**config.mk**
```make
export PLATFORM = sky130hd
export DESIGN_NAME = spimc_master
export DESIGN_NICKNAME = d
export VERILOG_FILES = /design/src/spimc_pkg.sv /design/src/spimc_stream_if.sv /design/src/spimc_master.sv /design/src/spimc_fifo.sv
export SDC_FILE = /design/constraint.sdc
export NUM_CORES = 1
export LEC_CHECK = 0
export BUFFER_PORTS_ARGS = -buffer_cell sky130_fd_sc_hd__buf_4
export CORE_MARGIN = 2
export CORE_UTILIZATION = 43
export CTS_BUF_LIST = sky130_fd_sc_hd__clkbuf_16
export DETAILED_ROUTE_END_ITERATION = 16
export PLACE_DENSITY = 0.68
export SKIP_LAST_GASP = 1
export SLEW_MARGIN = 10
export SYNTH_ARGS = -nofsm -noshare
export SYNTH_HDL_FRONTEND = slang
export SYNTH_SLANG_ARGS = --single-unit
```
**constraint.sdc**
```tcl
create_clock -name i_sys_clk -period 3.2 [get_ports i_sys_clk]
set_clock_uncertainty 0.1 [all_clocks]
set_input_delay 0.32 -clock i_sys_clk [delete_from_list [all_inputs] [get_ports i_sys_clk]]
set_output_delay 0.32 -clock i_sys_clk [all_outputs]
set_load 0.02 [all_outputs]
```
**src/spimc_pkg.sv**
```systemverilog
package spimc_pkg;
  // ****************************************************************
  // register map
  // ****************************************************************
  localparam int unsigned SPIMC_ADDR_W = 8;
  localparam logic [7:0] SPIMC_CFG_OFF = 8'h00;
  localparam logic [7:0] SPIMC_CTL_OFF = 8'h04;
  localparam logic [7:0] SPIMC_BAUD_OFF = 8'h08;
  localparam logic [7:0] SPIMC_TXD_OFF = 8'h0c;
  localparam logic [7:0] SPIMC_RXD_OFF = 8'h10;
  localparam logic [7:0] SPIMC_STAT_OFF = 8'h14;
  // ****************************************************************
  // fields and reset values
  // ****************************************************************
  localparam int unsigned SPIMC_LEN_LSB = 0;
  localparam int unsigned SPIMC_LEN_W = 4;
  localparam int unsigned SPIMC_POL_BIT = 6;
  localparam int unsigned SPIMC_MASTER_BIT = 2;
  localparam int unsigned SPIMC_PHASE_BIT = 3;
  localparam int unsigned SPIMC_BAUD_W = 7;
  localparam int unsigned SPIMC_ST_BUSY = 0;
  localparam int unsigned SPIMC_ST_TXFULL = 1;
  localparam int unsigned SPIMC_ST_TXEMPTY = 2;
  localparam int unsigned SPIMC_ST_RXFULL = 3;
  localparam logic [3:0] SPIMC_LEN_RST = 4'h7;
  localparam logic [6:0] SPIMC_BAUD_RST = 7'h03;
  // ****************************************************************
  // serial clock timing, in peripheral clock cycles
  // ****************************************************************
  localparam logic [6:0] SPIMC_BAUD_SPECIAL_MAX = 7'h02;
  localparam logic [7:0] SPIMC_DIV_SPECIAL = 8'h04;
  localparam logic [7:0] SPIMC_PER_MIN_EVEN = 8'h04;
  localparam logic [7:0] SPIMC_PER_MAX_EVEN = 8'h80;
  localparam logic [7:0] SPIMC_PER_MIN_ODD = 8'h05;
  localparam logic [7:0] SPIMC_PER_MAX_ODD = 8'h7f;
  localparam int unsigned SPIMC_WORD_W = 16;
  localparam int unsigned SPIMC_FIFO_DEPTH = 16;
  typedef enum logic [1:0] {SPIMC_IDLE, SPIMC_LEAD, SPIMC_ACT, SPIMC_INACT} spimc_state_e;
endpackage : spimc_pkg

```
**src/spimc_stream_if.sv**
```systemverilog
`timescale 1ns/1ps
interface spimc_stream_if #(parameter int unsigned W = 16) ();
  logic [W-1:0] data;
  logic valid;
  logic ready;
  modport src(output data, output valid, input ready);
  modport snk(input data, input valid, output ready);
endinterface : spimc_stream_if

```
**src/spimc_master.sv**
```systemverilog
// How it works
// - period is four cycles or divider plus one
// - even divisor gives 4..128 cycles, equal halves
// - odd divisor above three gives 5..127 cycles
// - odd divisor: first phase one cycle shorter than the second
// - runs only as master with phase zero
// - polarity bit picks the active clock edge
// - output data changes on the active edge, in the same cycle; the first bit after idle changes when enable falls
// - input sampled on opposite edge, slave sets up
// - enable falls half period before first edge
// - enable rises half period after last sample
// - enable stays low between back-to-back words
`timescale 1ns/1ps
module spimc_master import spimc_pkg::*; (
  input wire logic i_sys_clk,
  input wire logic i_rst_n,
  input wire logic i_psel,
  input wire logic i_penable,
  input wire logic i_pwrite,
  input wire logic [SPIMC_ADDR_W-1:0] i_paddr,
  input wire logic [31:0] i_pwdata,
  output logic [31:0] o_prdata,
  output logic o_pready,
  output logic o_pslverr,
  output logic o_serial_clock_pin,
  output logic o_master_out_line,
  input wire logic i_master_in_line,
  output logic o_slave_enable_n
);
  // ****************************************************************
  // declarations
  // ****************************************************************
  spimc_stream_if #(.W(SPIMC_WORD_W)) tx_in ();
  spimc_stream_if #(.W(SPIMC_WORD_W)) tx_out ();
  logic [3:0] len_cfg_q, len_cfg_d;
  logic pol_cfg_q, pol_cfg_d, master_q, master_d, phase_q, phase_d;
  logic [6:0] baud_q, baud_d;
  logic [31:0] prdata_d;
  logic pready_d, pslverr_d, acc, done_rd, hit;
  logic rx_clr, en, pop;
  spimc_state_e state_q, state_d;
  logic [7:0] cnt_q, cnt_d, div_q, div_d, div_cfg, ha, hb;
  logic [3:0] bit_q, bit_d, len_q, len_d;
  logic [15:0] tx_sh_q, tx_sh_d, rx_sh_q, rx_sh_d, rx_word_q, rx_word_d, load_sh;
  logic pol_q, pol_d, sclk_d, mosi_d, ste_n_d, rx_full_q, rx_full_d, samp_q, samp_d;
  logic s1_q, s2_q, s3_q, miso_q, miso_d;
  logic [7:0] run_q;

  spimc_fifo #(.W(SPIMC_WORD_W), .DEPTH(SPIMC_FIFO_DEPTH)) u_fifo (
    .i_sys_clk(i_sys_clk),
    .i_rst_n(i_rst_n),
    .in_s(tx_in.snk),
    .out_s(tx_out.src)
  );

  // ****************************************************************
  // apb slave
  // ****************************************************************
  assign acc = i_psel && i_penable;
  assign done_rd = acc && o_pready;
  assign rx_clr = done_rd && !i_pwrite && (i_paddr == SPIMC_RXD_OFF);
  assign tx_in.valid = done_rd && i_pwrite && (i_paddr == SPIMC_TXD_OFF);
  assign tx_in.data = i_pwdata[15:0];

  always_comb begin
    pready_d = 1'b0;
    pslverr_d = 1'b0;
    prdata_d = 32'h0000_0000;
    hit = 1'b1;
    len_cfg_d = len_cfg_q;
    pol_cfg_d = pol_cfg_q;
    master_d = master_q;
    phase_d = phase_q;
    baud_d = baud_q;
    if (acc && !o_pready) begin
      // a word write waits here while the fifo is full
      pready_d = !(i_pwrite && (i_paddr == SPIMC_TXD_OFF) && !tx_in.ready);
      unique case (i_paddr)
        SPIMC_CFG_OFF: begin
          prdata_d[SPIMC_LEN_LSB +: SPIMC_LEN_W] = len_cfg_q;
          prdata_d[SPIMC_POL_BIT] = pol_cfg_q;
        end
        SPIMC_CTL_OFF: begin
          prdata_d[SPIMC_MASTER_BIT] = master_q;
          prdata_d[SPIMC_PHASE_BIT] = phase_q;
        end
        SPIMC_BAUD_OFF: prdata_d[SPIMC_BAUD_W-1:0] = baud_q;
        SPIMC_TXD_OFF: prdata_d = 32'h0000_0000;
        SPIMC_RXD_OFF: prdata_d[15:0] = rx_word_q;
        SPIMC_STAT_OFF: begin
          prdata_d[SPIMC_ST_BUSY] = (state_q != SPIMC_IDLE);
          prdata_d[SPIMC_ST_TXFULL] = !tx_in.ready;
          prdata_d[SPIMC_ST_TXEMPTY] = !tx_out.valid;
          prdata_d[SPIMC_ST_RXFULL] = rx_full_q;
        end
        default: hit = 1'b0;
      endcase
      pslverr_d = !hit;
    end
    if (done_rd && i_pwrite && !o_pslverr) begin
      if (i_paddr == SPIMC_CFG_OFF) begin
        len_cfg_d = i_pwdata[SPIMC_LEN_LSB +: SPIMC_LEN_W];
        pol_cfg_d = i_pwdata[SPIMC_POL_BIT];
      end
      if (i_paddr == SPIMC_CTL_OFF) begin
        master_d = i_pwdata[SPIMC_MASTER_BIT];
        phase_d = i_pwdata[SPIMC_PHASE_BIT];
      end
      if (i_paddr == SPIMC_BAUD_OFF) begin
        baud_d = i_pwdata[SPIMC_BAUD_W-1:0];
      end
    end
  end

  always_ff @(posedge i_sys_clk or negedge i_rst_n) begin
    if (!i_rst_n) begin
      o_pready <= 1'b0;
      o_pslverr <= 1'b0;
      o_prdata <= 32'h0000_0000;
      len_cfg_q <= SPIMC_LEN_RST;
      pol_cfg_q <= 1'b0;
      master_q <= 1'b0;
      phase_q <= 1'b0;
      baud_q <= SPIMC_BAUD_RST;
    end else begin
      o_pready <= pready_d;
      o_pslverr <= pslverr_d;
      o_prdata <= prdata_d;
      len_cfg_q <= len_cfg_d;
      pol_cfg_q <= pol_cfg_d;
      master_q <= master_d;
      phase_q <= phase_d;
      baud_q <= baud_d;
    end
  end

  // ****************************************************************
  // input synchroniser
  // ****************************************************************
  assign miso_d = (s2_q == s3_q) ? s3_q : miso_q;

  always_ff @(posedge i_sys_clk or negedge i_rst_n) begin
    if (!i_rst_n) begin
      s1_q <= 1'b0;
      s2_q <= 1'b0;
      s3_q <= 1'b0;
      miso_q <= 1'b0;
    end else begin
      s1_q <= i_master_in_line;
      s2_q <= s1_q;
      s3_q <= s2_q;
      miso_q <= miso_d;
    end
  end

  // ****************************************************************
  // serial engine
  // ****************************************************************
  assign en = master_q && !phase_q;
  assign div_cfg = (baud_q <= SPIMC_BAUD_SPECIAL_MAX) ? SPIMC_DIV_SPECIAL : {1'b0, baud_q} + 8'h01;
  // odd divisor: the extra cycle goes to the second phase
  assign ha = div_q >> 1;
  assign hb = div_q - ha;
  assign load_sh = tx_out.data << (4'hf - len_cfg_q);
  assign tx_out.ready = pop;

  always_comb begin
    state_d = state_q;
    cnt_d = cnt_q - 8'h01;
    div_d = div_q;
    bit_d = bit_q;
    len_d = len_q;
    tx_sh_d = tx_sh_q;
    rx_sh_d = rx_sh_q;
    rx_word_d = rx_word_q;
    pol_d = pol_q;
    sclk_d = o_serial_clock_pin;
    mosi_d = o_master_out_line;
    ste_n_d = o_slave_enable_n;
    samp_d = 1'b0;
    pop = 1'b0;
    rx_full_d = rx_full_q && !rx_clr;
    unique case (state_q)
      SPIMC_IDLE: begin
        pol_d = pol_cfg_q;
        sclk_d = pol_cfg_q;
        div_d = div_cfg;
        cnt_d = cnt_q;
        if (en && tx_out.valid) begin
          pop = 1'b1;
          tx_sh_d = load_sh;
          mosi_d = load_sh[15];
          len_d = len_cfg_q;
          bit_d = 4'h0;
          ste_n_d = 1'b0;
          cnt_d = div_cfg - (div_cfg >> 1);
          state_d = SPIMC_LEAD;
        end
      end
      SPIMC_LEAD: begin
        if (cnt_q == 8'h01) begin
          sclk_d = !pol_q;
          cnt_d = ha;
          state_d = SPIMC_ACT;
        end
      end
      SPIMC_ACT: begin
        if (cnt_q == 8'h01) begin
          sclk_d = pol_q;
          samp_d = 1'b1;
          rx_sh_d = {rx_sh_q[14:0], miso_d};
          cnt_d = hb;
          state_d = SPIMC_INACT;
        end
      end
      SPIMC_INACT: begin
        if (cnt_q == 8'h01) begin
          cnt_d = ha;
          if (bit_q != len_q) begin
            bit_d = bit_q + 4'h1;
            tx_sh_d = tx_sh_q << 1;
            mosi_d = tx_sh_q[14];
            sclk_d = !pol_q;
            state_d = SPIMC_ACT;
          end else begin
            rx_word_d = rx_sh_q;
            rx_full_d = 1'b1;
            if (en && tx_out.valid) begin
              // next word follows at once, enable held low
              pop = 1'b1;
              tx_sh_d = load_sh;
              mosi_d = load_sh[15];
              len_d = len_cfg_q;
              bit_d = 4'h0;
              sclk_d = !pol_q;
              state_d = SPIMC_ACT;
            end else begin
              ste_n_d = 1'b1;
              state_d = SPIMC_IDLE;
            end
          end
        end
      end
    endcase
  end

  always_ff @(posedge i_sys_clk or negedge i_rst_n) begin
    if (!i_rst_n) begin
      state_q <= SPIMC_IDLE;
      cnt_q <= 8'h00;
      div_q <= SPIMC_DIV_SPECIAL;
      bit_q <= 4'h0;
      len_q <= SPIMC_LEN_RST;
      tx_sh_q <= 16'h0000;
      rx_sh_q <= 16'h0000;
      rx_word_q <= 16'h0000;
      rx_full_q <= 1'b0;
      pol_q <= 1'b0;
      samp_q <= 1'b0;
      o_serial_clock_pin <= 1'b0;
      o_master_out_line <= 1'b0;
      o_slave_enable_n <= 1'b1;
    end else begin
      state_q <= state_d;
      cnt_q <= cnt_d;
      div_q <= div_d;
      bit_q <= bit_d;
      len_q <= len_d;
      tx_sh_q <= tx_sh_d;
      rx_sh_q <= rx_sh_d;
      rx_word_q <= rx_word_d;
      rx_full_q <= rx_full_d;
      pol_q <= pol_d;
      samp_q <= samp_d;
      o_serial_clock_pin <= sclk_d;
      o_master_out_line <= mosi_d;
      o_slave_enable_n <= ste_n_d;
    end
  end

  // ****************************************************************
  // checks
  // ****************************************************************
  // length of the level currently held on clock and enable
  always_ff @(posedge i_sys_clk or negedge i_rst_n) begin
    if (!i_rst_n) begin
      run_q <= 8'h01;
    end else if (sclk_d != o_serial_clock_pin || ste_n_d != o_slave_enable_n) begin
      run_q <= 8'h01;
    end else if (run_q != 8'hff) begin
      run_q <= run_q + 8'h01;
    end
  end
endmodule : spimc_master

```
**src/spimc_fifo.sv**
```systemverilog
`timescale 1ns/1ps
module spimc_fifo #(
  parameter int unsigned W = 16,
  parameter int unsigned DEPTH = 16
) (
  input wire logic i_sys_clk,
  input wire logic i_rst_n,
  spimc_stream_if.snk in_s,
  spimc_stream_if.src out_s
);
  localparam int unsigned AW = $clog2(DEPTH);
  logic [W-1:0] mem_q [DEPTH];
  logic [AW-1:0] wptr_q, wptr_d, rptr_q, rptr_d;
  logic [AW:0] cnt_q, cnt_d;
  logic push, pop;

  assign in_s.ready = (cnt_q != (AW+1)'(DEPTH));
  assign out_s.valid = (cnt_q != '0);
  assign out_s.data = mem_q[rptr_q];
  assign push = in_s.valid && in_s.ready;
  assign pop = out_s.valid && out_s.ready;

  always_comb begin
    wptr_d = push ? wptr_q + AW'(1) : wptr_q;
    rptr_d = pop ? rptr_q + AW'(1) : rptr_q;
    cnt_d = cnt_q + (AW+1)'(push) - (AW+1)'(pop);
  end

  always_ff @(posedge i_sys_clk or negedge i_rst_n) begin
    if (!i_rst_n) begin
      wptr_q <= '0;
      rptr_q <= '0;
      cnt_q <= '0;
    end else begin
      wptr_q <= wptr_d;
      rptr_q <= rptr_d;
      cnt_q <= cnt_d;
    end
  end

  // storage carries no reset; the entry at the read pointer is used only while the count is nonzero
  always_ff @(posedge i_sys_clk) begin
    if (push) begin
      mem_q[wptr_q] <= in_s.data;
    end
  end
endmodule : spimc_fifo

```
# Yosys cells after proc, flatten, opt, wreduce, memory -nomap -nowiden
# Memory sizes are Yosys's and may differ from the RTL's.
# Index checks and enable logic that the tools add are counted.
# totals
ramBits	256
out_inout_bits	37
reg_bits	128
mem_count	1
word_cells	162
# op_classes
order_cmp	1
bitwise_logic	1
shifts	1
muxes	59
addsub	10
n_reduce_logical	42
n_eq_ne	19
# mem_list
name	depth	width	rd	rd_ports_with_merged_regs	write_ports	line_no	text
u_fifo.mem_q	16	16	1	0	1	spimc_fifo.sv:12	logic [W-1:0] mem_q [DEPTH];
# op_table
operator	n
$mux W16	4
$mux W8	4
$pmux W16 S2	1
$mux W1	25
$mux W4	6
$pmux W8 S3	1
$eq A8 B4 Y1 const B	2
$eq A8 B5 Y1 const B	2
$pmux W2 S4	2
$pmux W4 S2	2
$shl A16 B4 Y16	1
$sub A8 B7 Y8	2
$logic_and A1 B1 Y1	15
$add A4 B1 Y4 const B	3
$mux W2	6
$ne A2 B2 Y1 const B	6
$logic_not A1 Y1	10
$pmux W2 S5	1
$reduce_and A2 Y1	5
$mux W9	1
$add A7 B1 Y8 const B	1
$eq A8 B1 Y1 const B	1
$eq A8 B3 Y1 const B	1
$logic_not A8 Y1	1
other kinds (24)	30

# Logic depth before layout (Yosys ltp)
# logic_depth
word_depth	9
depth_mapped	16
ltp_nobuf	16

# Cells and area by module
# A second synthesis with hierarchy kept.
# hier_totals
cells_unflattened	1211
area_unflattened_um2	17274.1
# modules_own_cells
module	seq_area_each_um2	cells_each	area_per_inst_um2	instances
spimc_fifo	8012.7	551	10627.7	1
spimc_master	2865.2	660	6646.4	1

# Worst setup path before layout
# OpenSTA, ideal clock, no wires.
# synth_path
path_kind	input-to-reg
from	in i_paddr[1]
to	mem u_fifo.mem_q[3][0], enable pin
arrival_ps	3015
setup_ps	409
setup_slack_ps	-324
path_buffers	0
required_time_ps	2691
cell_stages	7
cell_sequence	nor3_1 -> and2_1 -> nand2_1 -> nand4bb_1 -> nor3b_1 -> nand2_1 -> nor3_1
# synth_between
elab_chain_cells	5
# synth_rtl
element	line_no	text
from (decl)	spimc_master.sv:20	input wire logic [SPIMC_ADDR_W-1:0] i_paddr,
$eq A8 B4 Y1	spimc_master.sv:62	assign tx_in.valid = done_rd && i_pwrite && (i_paddr == SPIMC_TXD_OFF);
$logic_and A1 B1 Y1	spimc_master.sv:62	
$logic_and A1 B1 Y1	spimc_fifo.sv:20	assign push = in_s.valid && in_s.ready;
net u_fifo.push	spimc_fifo.sv:15	logic push, pop;
$mux W1	spimc_fifo.sv:43	if (push) begin
$mux W1 (not written as such)	spimc_fifo.sv:44	mem_q[wptr_q] <= in_s.data;
to (decl)	spimc_fifo.sv:12	
# The timed path passes the listed nets, and every way through them passes these cells.

# Worst setup path after layout
# layout_path
from	reg cnt_q[4]
to	reg u_fifo.cnt_q[4]
# layout_between
elab_chain_cells	5
# layout_rtl
element	line_no	text
from (decl)	spimc_master.sv:42	logic [7:0] cnt_q, cnt_d, div_q, div_d, div_cfg, ha, hb;
from (signal assigned)	spimc_master.sv:265	cnt_q <= cnt_d;
$eq A8 B1 Y1	spimc_master.sv:217	if (cnt_q == 8'h01) begin
$mux W1	spimc_master.sv:217	
$pmux W1 S2	spimc_master.sv:183	unique case (state_q)
$logic_and A1 B1 Y1	spimc_fifo.sv:21	assign pop = out_s.valid && out_s.ready;
net u_fifo.pop	spimc_fifo.sv:15	
$sub A5 B1 Y5	spimc_fifo.sv:26	cnt_d = cnt_q + (AW+1)'(push) - (AW+1)'(pop);
net u_fifo.cnt_d[4]	spimc_fifo.sv:14	logic [AW:0] cnt_q, cnt_d;
to (signal assigned)	spimc_fifo.sv:37	cnt_q <= cnt_d;
to (decl)	spimc_fifo.sv:14	
# The timed path passes the listed nets, and every way through them passes these cells.
# A chain may end at the register's enable or synchronous reset.

==> results.rst <==
.. list-table::
   :header-rows: 1

   * - Metric
     - Value
   * - Sum of negative setup slack
     - 0 ns
   * - Total of buffers placed on input and output ports
     - 50
   * - Fraction of the cycle the final worst path needs
     - between 90% and 100%
   * - DRC violations left
     - 0
   * - Total half-perimeter wirelength after legalization and detailed placement
     - between 20000 and 25000 um
   * - Top delay family on crit path
     - simple AND/OR/NAND/NOR gates
   * - Most used standard cells in the synthesized netlist
     - 256 x sky130_fd_sc_hd__edfxtp_1, 117 x sky130_fd_sc_hd__dfrtp_1, 71 x sky130_fd_sc_hd__nor2_1, 70 x sky130_fd_sc_hd__mux2_2, 64 x sky130_fd_sc_hd__nand2_1
   * - Origin of the critical flop-to-flop path
     - cnt_q[4]$_DFFE_PN0P_
   * - Number of antenna violations at the first check in global routing
     - 0
   * - Top FF cell, synth
     - sky130_fd_sc_hd__edfxtp_1
   * - Cell repeated most along the worst path
     - sky130_fd_sc_hd__nor2_1
   * - Seq/Total Area, Yosys
     - between 60% and 70%
   * - Top post-synthesis cells by area
     - sky130_fd_sc_hd__edfxtp_1 45%, sky130_fd_sc_hd__dfrtp_1 17%, sky130_fd_sc_hd__mux4_2 8.0%, sky130_fd_sc_hd__mux2_2 4.6%, sky130_fd_sc_hd__ha_1 2.5%
   * - Synth Instances
     - 1136
   * - Number of cells after detailed placement
     - between 1500 and 2000
   * - RSZ-0062 raised after global routing
     - true
   * - Final setup violation count
     - 0
   * - Mapped Area
     - 0.01716 sq mm
   * - Post-Place Worst Slack
     - -0.1374 ns
   * - Die extent in y
     - between 200 and 250 um
   * - Crit start category
     - flop
   * - Critical Path Stages
     - 12
   * - Critical-path cell list
     - or4_4 -> nor4b_4 -> nand3_4 -> a211oi_4 -> ha_1 -> inv_1 -> ha_2 -> fa_2 -> a21oi_2 -> nor2_1 -> nor2_1 -> xnor2_1
   * - Maximum fanout count along the critical path
     - 2
   * - Overall die area
     - 0.04153 sq mm
   * - Max Transition Viols Final
     - 0
   * - Worst reg2reg path depth
     - 12
   * - Die Span X
     - 203.8 um
   * - Final Net Count
     - 1374
   * - Yosys top cell area share
     - about 45%
   * - Max-Slew Margin vs Limit
     - between 40% and 50%
   * - Transition time at the pin with the least slew margin
     - between 0.8 and 0.9 ns
   * - Overall Global Routing Usage
     - 18.68%
   * - Global placer's final weighted congestion
     - 0.8370
   * - Total clock buffers created by CTS
     - 41
   * - Total wire length
     - around 38000 um
   * - Via count of the first global-routing pass
     - between 10000 and 15000
   * - # rows
     - 73
   * - Number of endpoints with negative hold slack in the final report
     - 0
   * - Clk Latency, worst-skew pair
     - between 0.5 and 0.6 ns
   * - Total iterations of the first detailed-routing run
     - 4
   * - Status
     - finished clean
   * - Capture point of the critical path
     - u_fifo.cnt_q[4]$_DFF_PN0_
   * - Highest-delay cell along the critical path
     - sky130_fd_sc_hd__or4_4
   * - Worst path required time
     - between 3 and 4 ns
   * - Count of flip-flops with a built-in enable after synthesis
     - ~260
   * - Kind of critical path
     - reg -> reg
   * - Starting DRC count in detailed routing
     - a little over 600
   * - Leakage component of the power
     - 7.646 nW
   * - Largest net degree at the start of global routing
     - 54
   * - Total clock sinks
     - roughly 380
   * - Startpoint of the worst setup timing path
     - cnt_q[4]$_DFFE_PN0P_
   * - Pwr dens
     - between 600 and 700 mW/mm^2
   * - H-Tree Level Count
     - 2
   * - Average size of a mapped cell
     - about 15 sq um
   * - Initial cell density of the core
     - between 40% and 50%
   * - Global route overflow
     - 0
   * - Average vias per placed instance
     - roughly 5.5
   * - Worst reg2reg setup slack
     - between 0.04 and 0.05 ns
   * - CP bufs+invs
     - 1
   * - Detailed-route via count
     - slightly above 10000
   * - Post-synthesis to final-layout area growth
     - 18.79%
   * - Async set or reset register ratio after synthesis
     - 33.16%
   * - Finished Layout Cells
     - around 1800
   * - Post-synthesis sequential element count
     - around 380
   * - CP Capture Type
     - flop
   * - Worst setup slack after layout
     - around 0.044 ns
   * - Antenna diode count
     - 0
   * - Achievable clock frequency
     - roughly 320 MHz
   * - Crit path DAT
     - around 3.5 ns
   * - Class of the most critical hold timing path
     - in -> reg
   * - Average detailed-routed wire length per instance
     - a little over 20 um
   * - Terminus of the critical flop-to-flop path
     - u_fifo.cnt_q[4]$_DFF_PN0_
   * - Ratio of cells with drive above 1 in the final layout
     - between 20% and 30%
   * - Detail Route Antenna Nets
     - 0
   * - I/O pin count
     - a little over 80
   * - Root buffer cell
     - sky130_fd_sc_hd__clkbuf_16
   * - Largest area contributor in the synthesized netlist
     - sky130_fd_sc_hd__edfxtp_1
   * - Maximum Capacitance Violations
     - 0
   * - Crit path time final
     - between 3 and 4 ns
   * - Leading cell type by number of instances after synthesis
     - sky130_fd_sc_hd__edfxtp_1
   * - Clock input transition at the sequential cells of the worst setup and hold paths
     - approximately 0.070 ns
   * - Wire length of the first global-routing pass
     - approximately 59000 um
   * - Total of warnings raised by yosys
     - 0
   * - Peak per-stage delay on the critical path
     - about 0.57 ns
   * - Maximum clock path buffer count
     - 3
   * - Utilization after layout
     - between 50% and 60%
   * - IR Drop Worst-Case VDD
     - 0.6288 mV
   * - Count of unique library cells instantiated by Yosys
     - 72
   * - TritonCTS clock tree
     - done
   * - Area of the placeable core
     - ~0.040 sq mm
[report_power, final]
part           switching (mW)  leakage, nW  internal [mW]
Clock                    1.91        0.705           2.80
Combinational            1.20         2.99          0.863
Sequential              0.158         3.95           5.48
Total                    3.27         7.65           9.14
[cells in the final DEF, fill, tap and decap left out, drive strengths merged, types with 12 or more instances in the layout]
master	synthesis	routed
nand2	64	64
and2	13	13
clkbuf	23	42
a21oi	32	32
inv	38	51
clkinv	0	14
mux2i	41	41
xnor2	23	23
mux4	67	67
edfxtp	256	256
dlygate4sd3	0	16
o21ai	44	44
conb	1	16
nor2	71	71
a22oi	21	21
nand3	12	12
dfrtp	117	117
buf	45	149
mux2	70	70
ha	34	34
nor3	21	21
[metrics by stage]
step	power [mW]	cell area [sq um]	hold WS [ns]
final	12.41	20390	0.03457
after global routing	13.00	20390	0.01955
after CTS	12.49	20250	0.001793
after detailed placement	7.738	18720	0.2419
after global placement	7.697	18720	0.2331
after floorplan	7.109	17270	-0.07559
[cells by family (layout without fill, tap and decap cells)]
| logic type | Yosys count | count (layout) | share of synthesized area (%) |
|---|---|---|---|
| other | 1 | 16 | 0.02185 |
| XOR/XNOR | 33 | 33 | 1.684 |
| adder cells (fa/ha/maj) | 38 | 38 | 2.887 |
| buffers and inverters | 106 | 278 | 3.222 |
| multiplexers | 178 | 178 | 15.91 |
| AND/OR/NAND/NOR | 233 | 233 | 6.539 |
| flip-flops | 383 | 383 | 63.38 |
| AO/OA/AOI/OAI | 164 | 164 | 6.357 |
[worst register-to-register path: stages (launching register included)]
cell                       delay [ns]
sky130_fd_sc_hd__dfrtp_1         0.38
sky130_fd_sc_hd__or4_4           0.57
sky130_fd_sc_hd__nor4b_4         0.37
sky130_fd_sc_hd__nand3_4         0.14
sky130_fd_sc_hd__a211oi_4        0.33
sky130_fd_sc_hd__ha_1            0.18
sky130_fd_sc_hd__inv_1           0.05
sky130_fd_sc_hd__ha_2            0.18
sky130_fd_sc_hd__fa_2            0.35
sky130_fd_sc_hd__a21oi_2         0.13
sky130_fd_sc_hd__nor2_1          0.05
sky130_fd_sc_hd__nor2_1          0.13
sky130_fd_sc_hd__xnor2_1         0.13
[routing by layer]
layer	track usage, %	vias to the layer above	routed length [um]
met1	24.86	5200	16340
met5	0	-	0
li1	-	4635	-
met2	31.94	238	19220
met4	5.083	0	605
met3	2.940	41	1682
[sequential cells by signal, summed over array words and instances, names as in the netlist, 5 cells and up]
name / cells
o_prdata: 16
cnt_q: 8
rx_sh_q: 16
div_q: 8
u_fifo.cnt_q: 5
tx_sh_q: 15
rx_word_q: 16
baud_q: 7
u_fifo.mem_q: 256
[layout make-up]
| cell class | instances | area (sq um) |
|---|---|---|
| clock buffer | 42 | 1051 |
| clock inverter | 33 | 311.5 |
| fill | 3229 | 19160 |
| inverter | 38 | 142.6 |
| multi-input combinational | 662 | 5933 |
| sequential | 383 | 10880 |
| tap | 525 | 656.9 |
| timing repair buffer | 165 | 1408 |
[repair_timing]
action,in CTS,in global routing
gates resized for setup,2,20
pin swaps,1,12
endpoints found under the setup margin,3,9
hold buffers,16,0
setup buffers,0,9
hold endpoints to repair,209,0
[worst min path at each step]
stage | from | cells after the start | endpoint | slack (ns)
floorplan | i_rst_n | 0 | baud_q[2]$_DFFE_PN0P_ | -0.08
global placement | s1_q$_DFF_PN0_ | 0 | s2_q$_DFF_PN0_ | 0.23
detailed placement | s1_q$_DFF_PN0_ | 0 | s2_q$_DFF_PN0_ | 0.24
CTS | i_pwdata[5] | 1 | u_fifo.mem_q[14][5]$_DFFE_PP_ | 0.002
global route | i_pwdata[5] | 1 | u_fifo.mem_q[2][5]$_DFFE_PP_ | 0.02
finish | i_paddr[4] | 3 | o_pslverr$_DFF_PN0_ | 0.03
(Power assumes the default switching activity.)
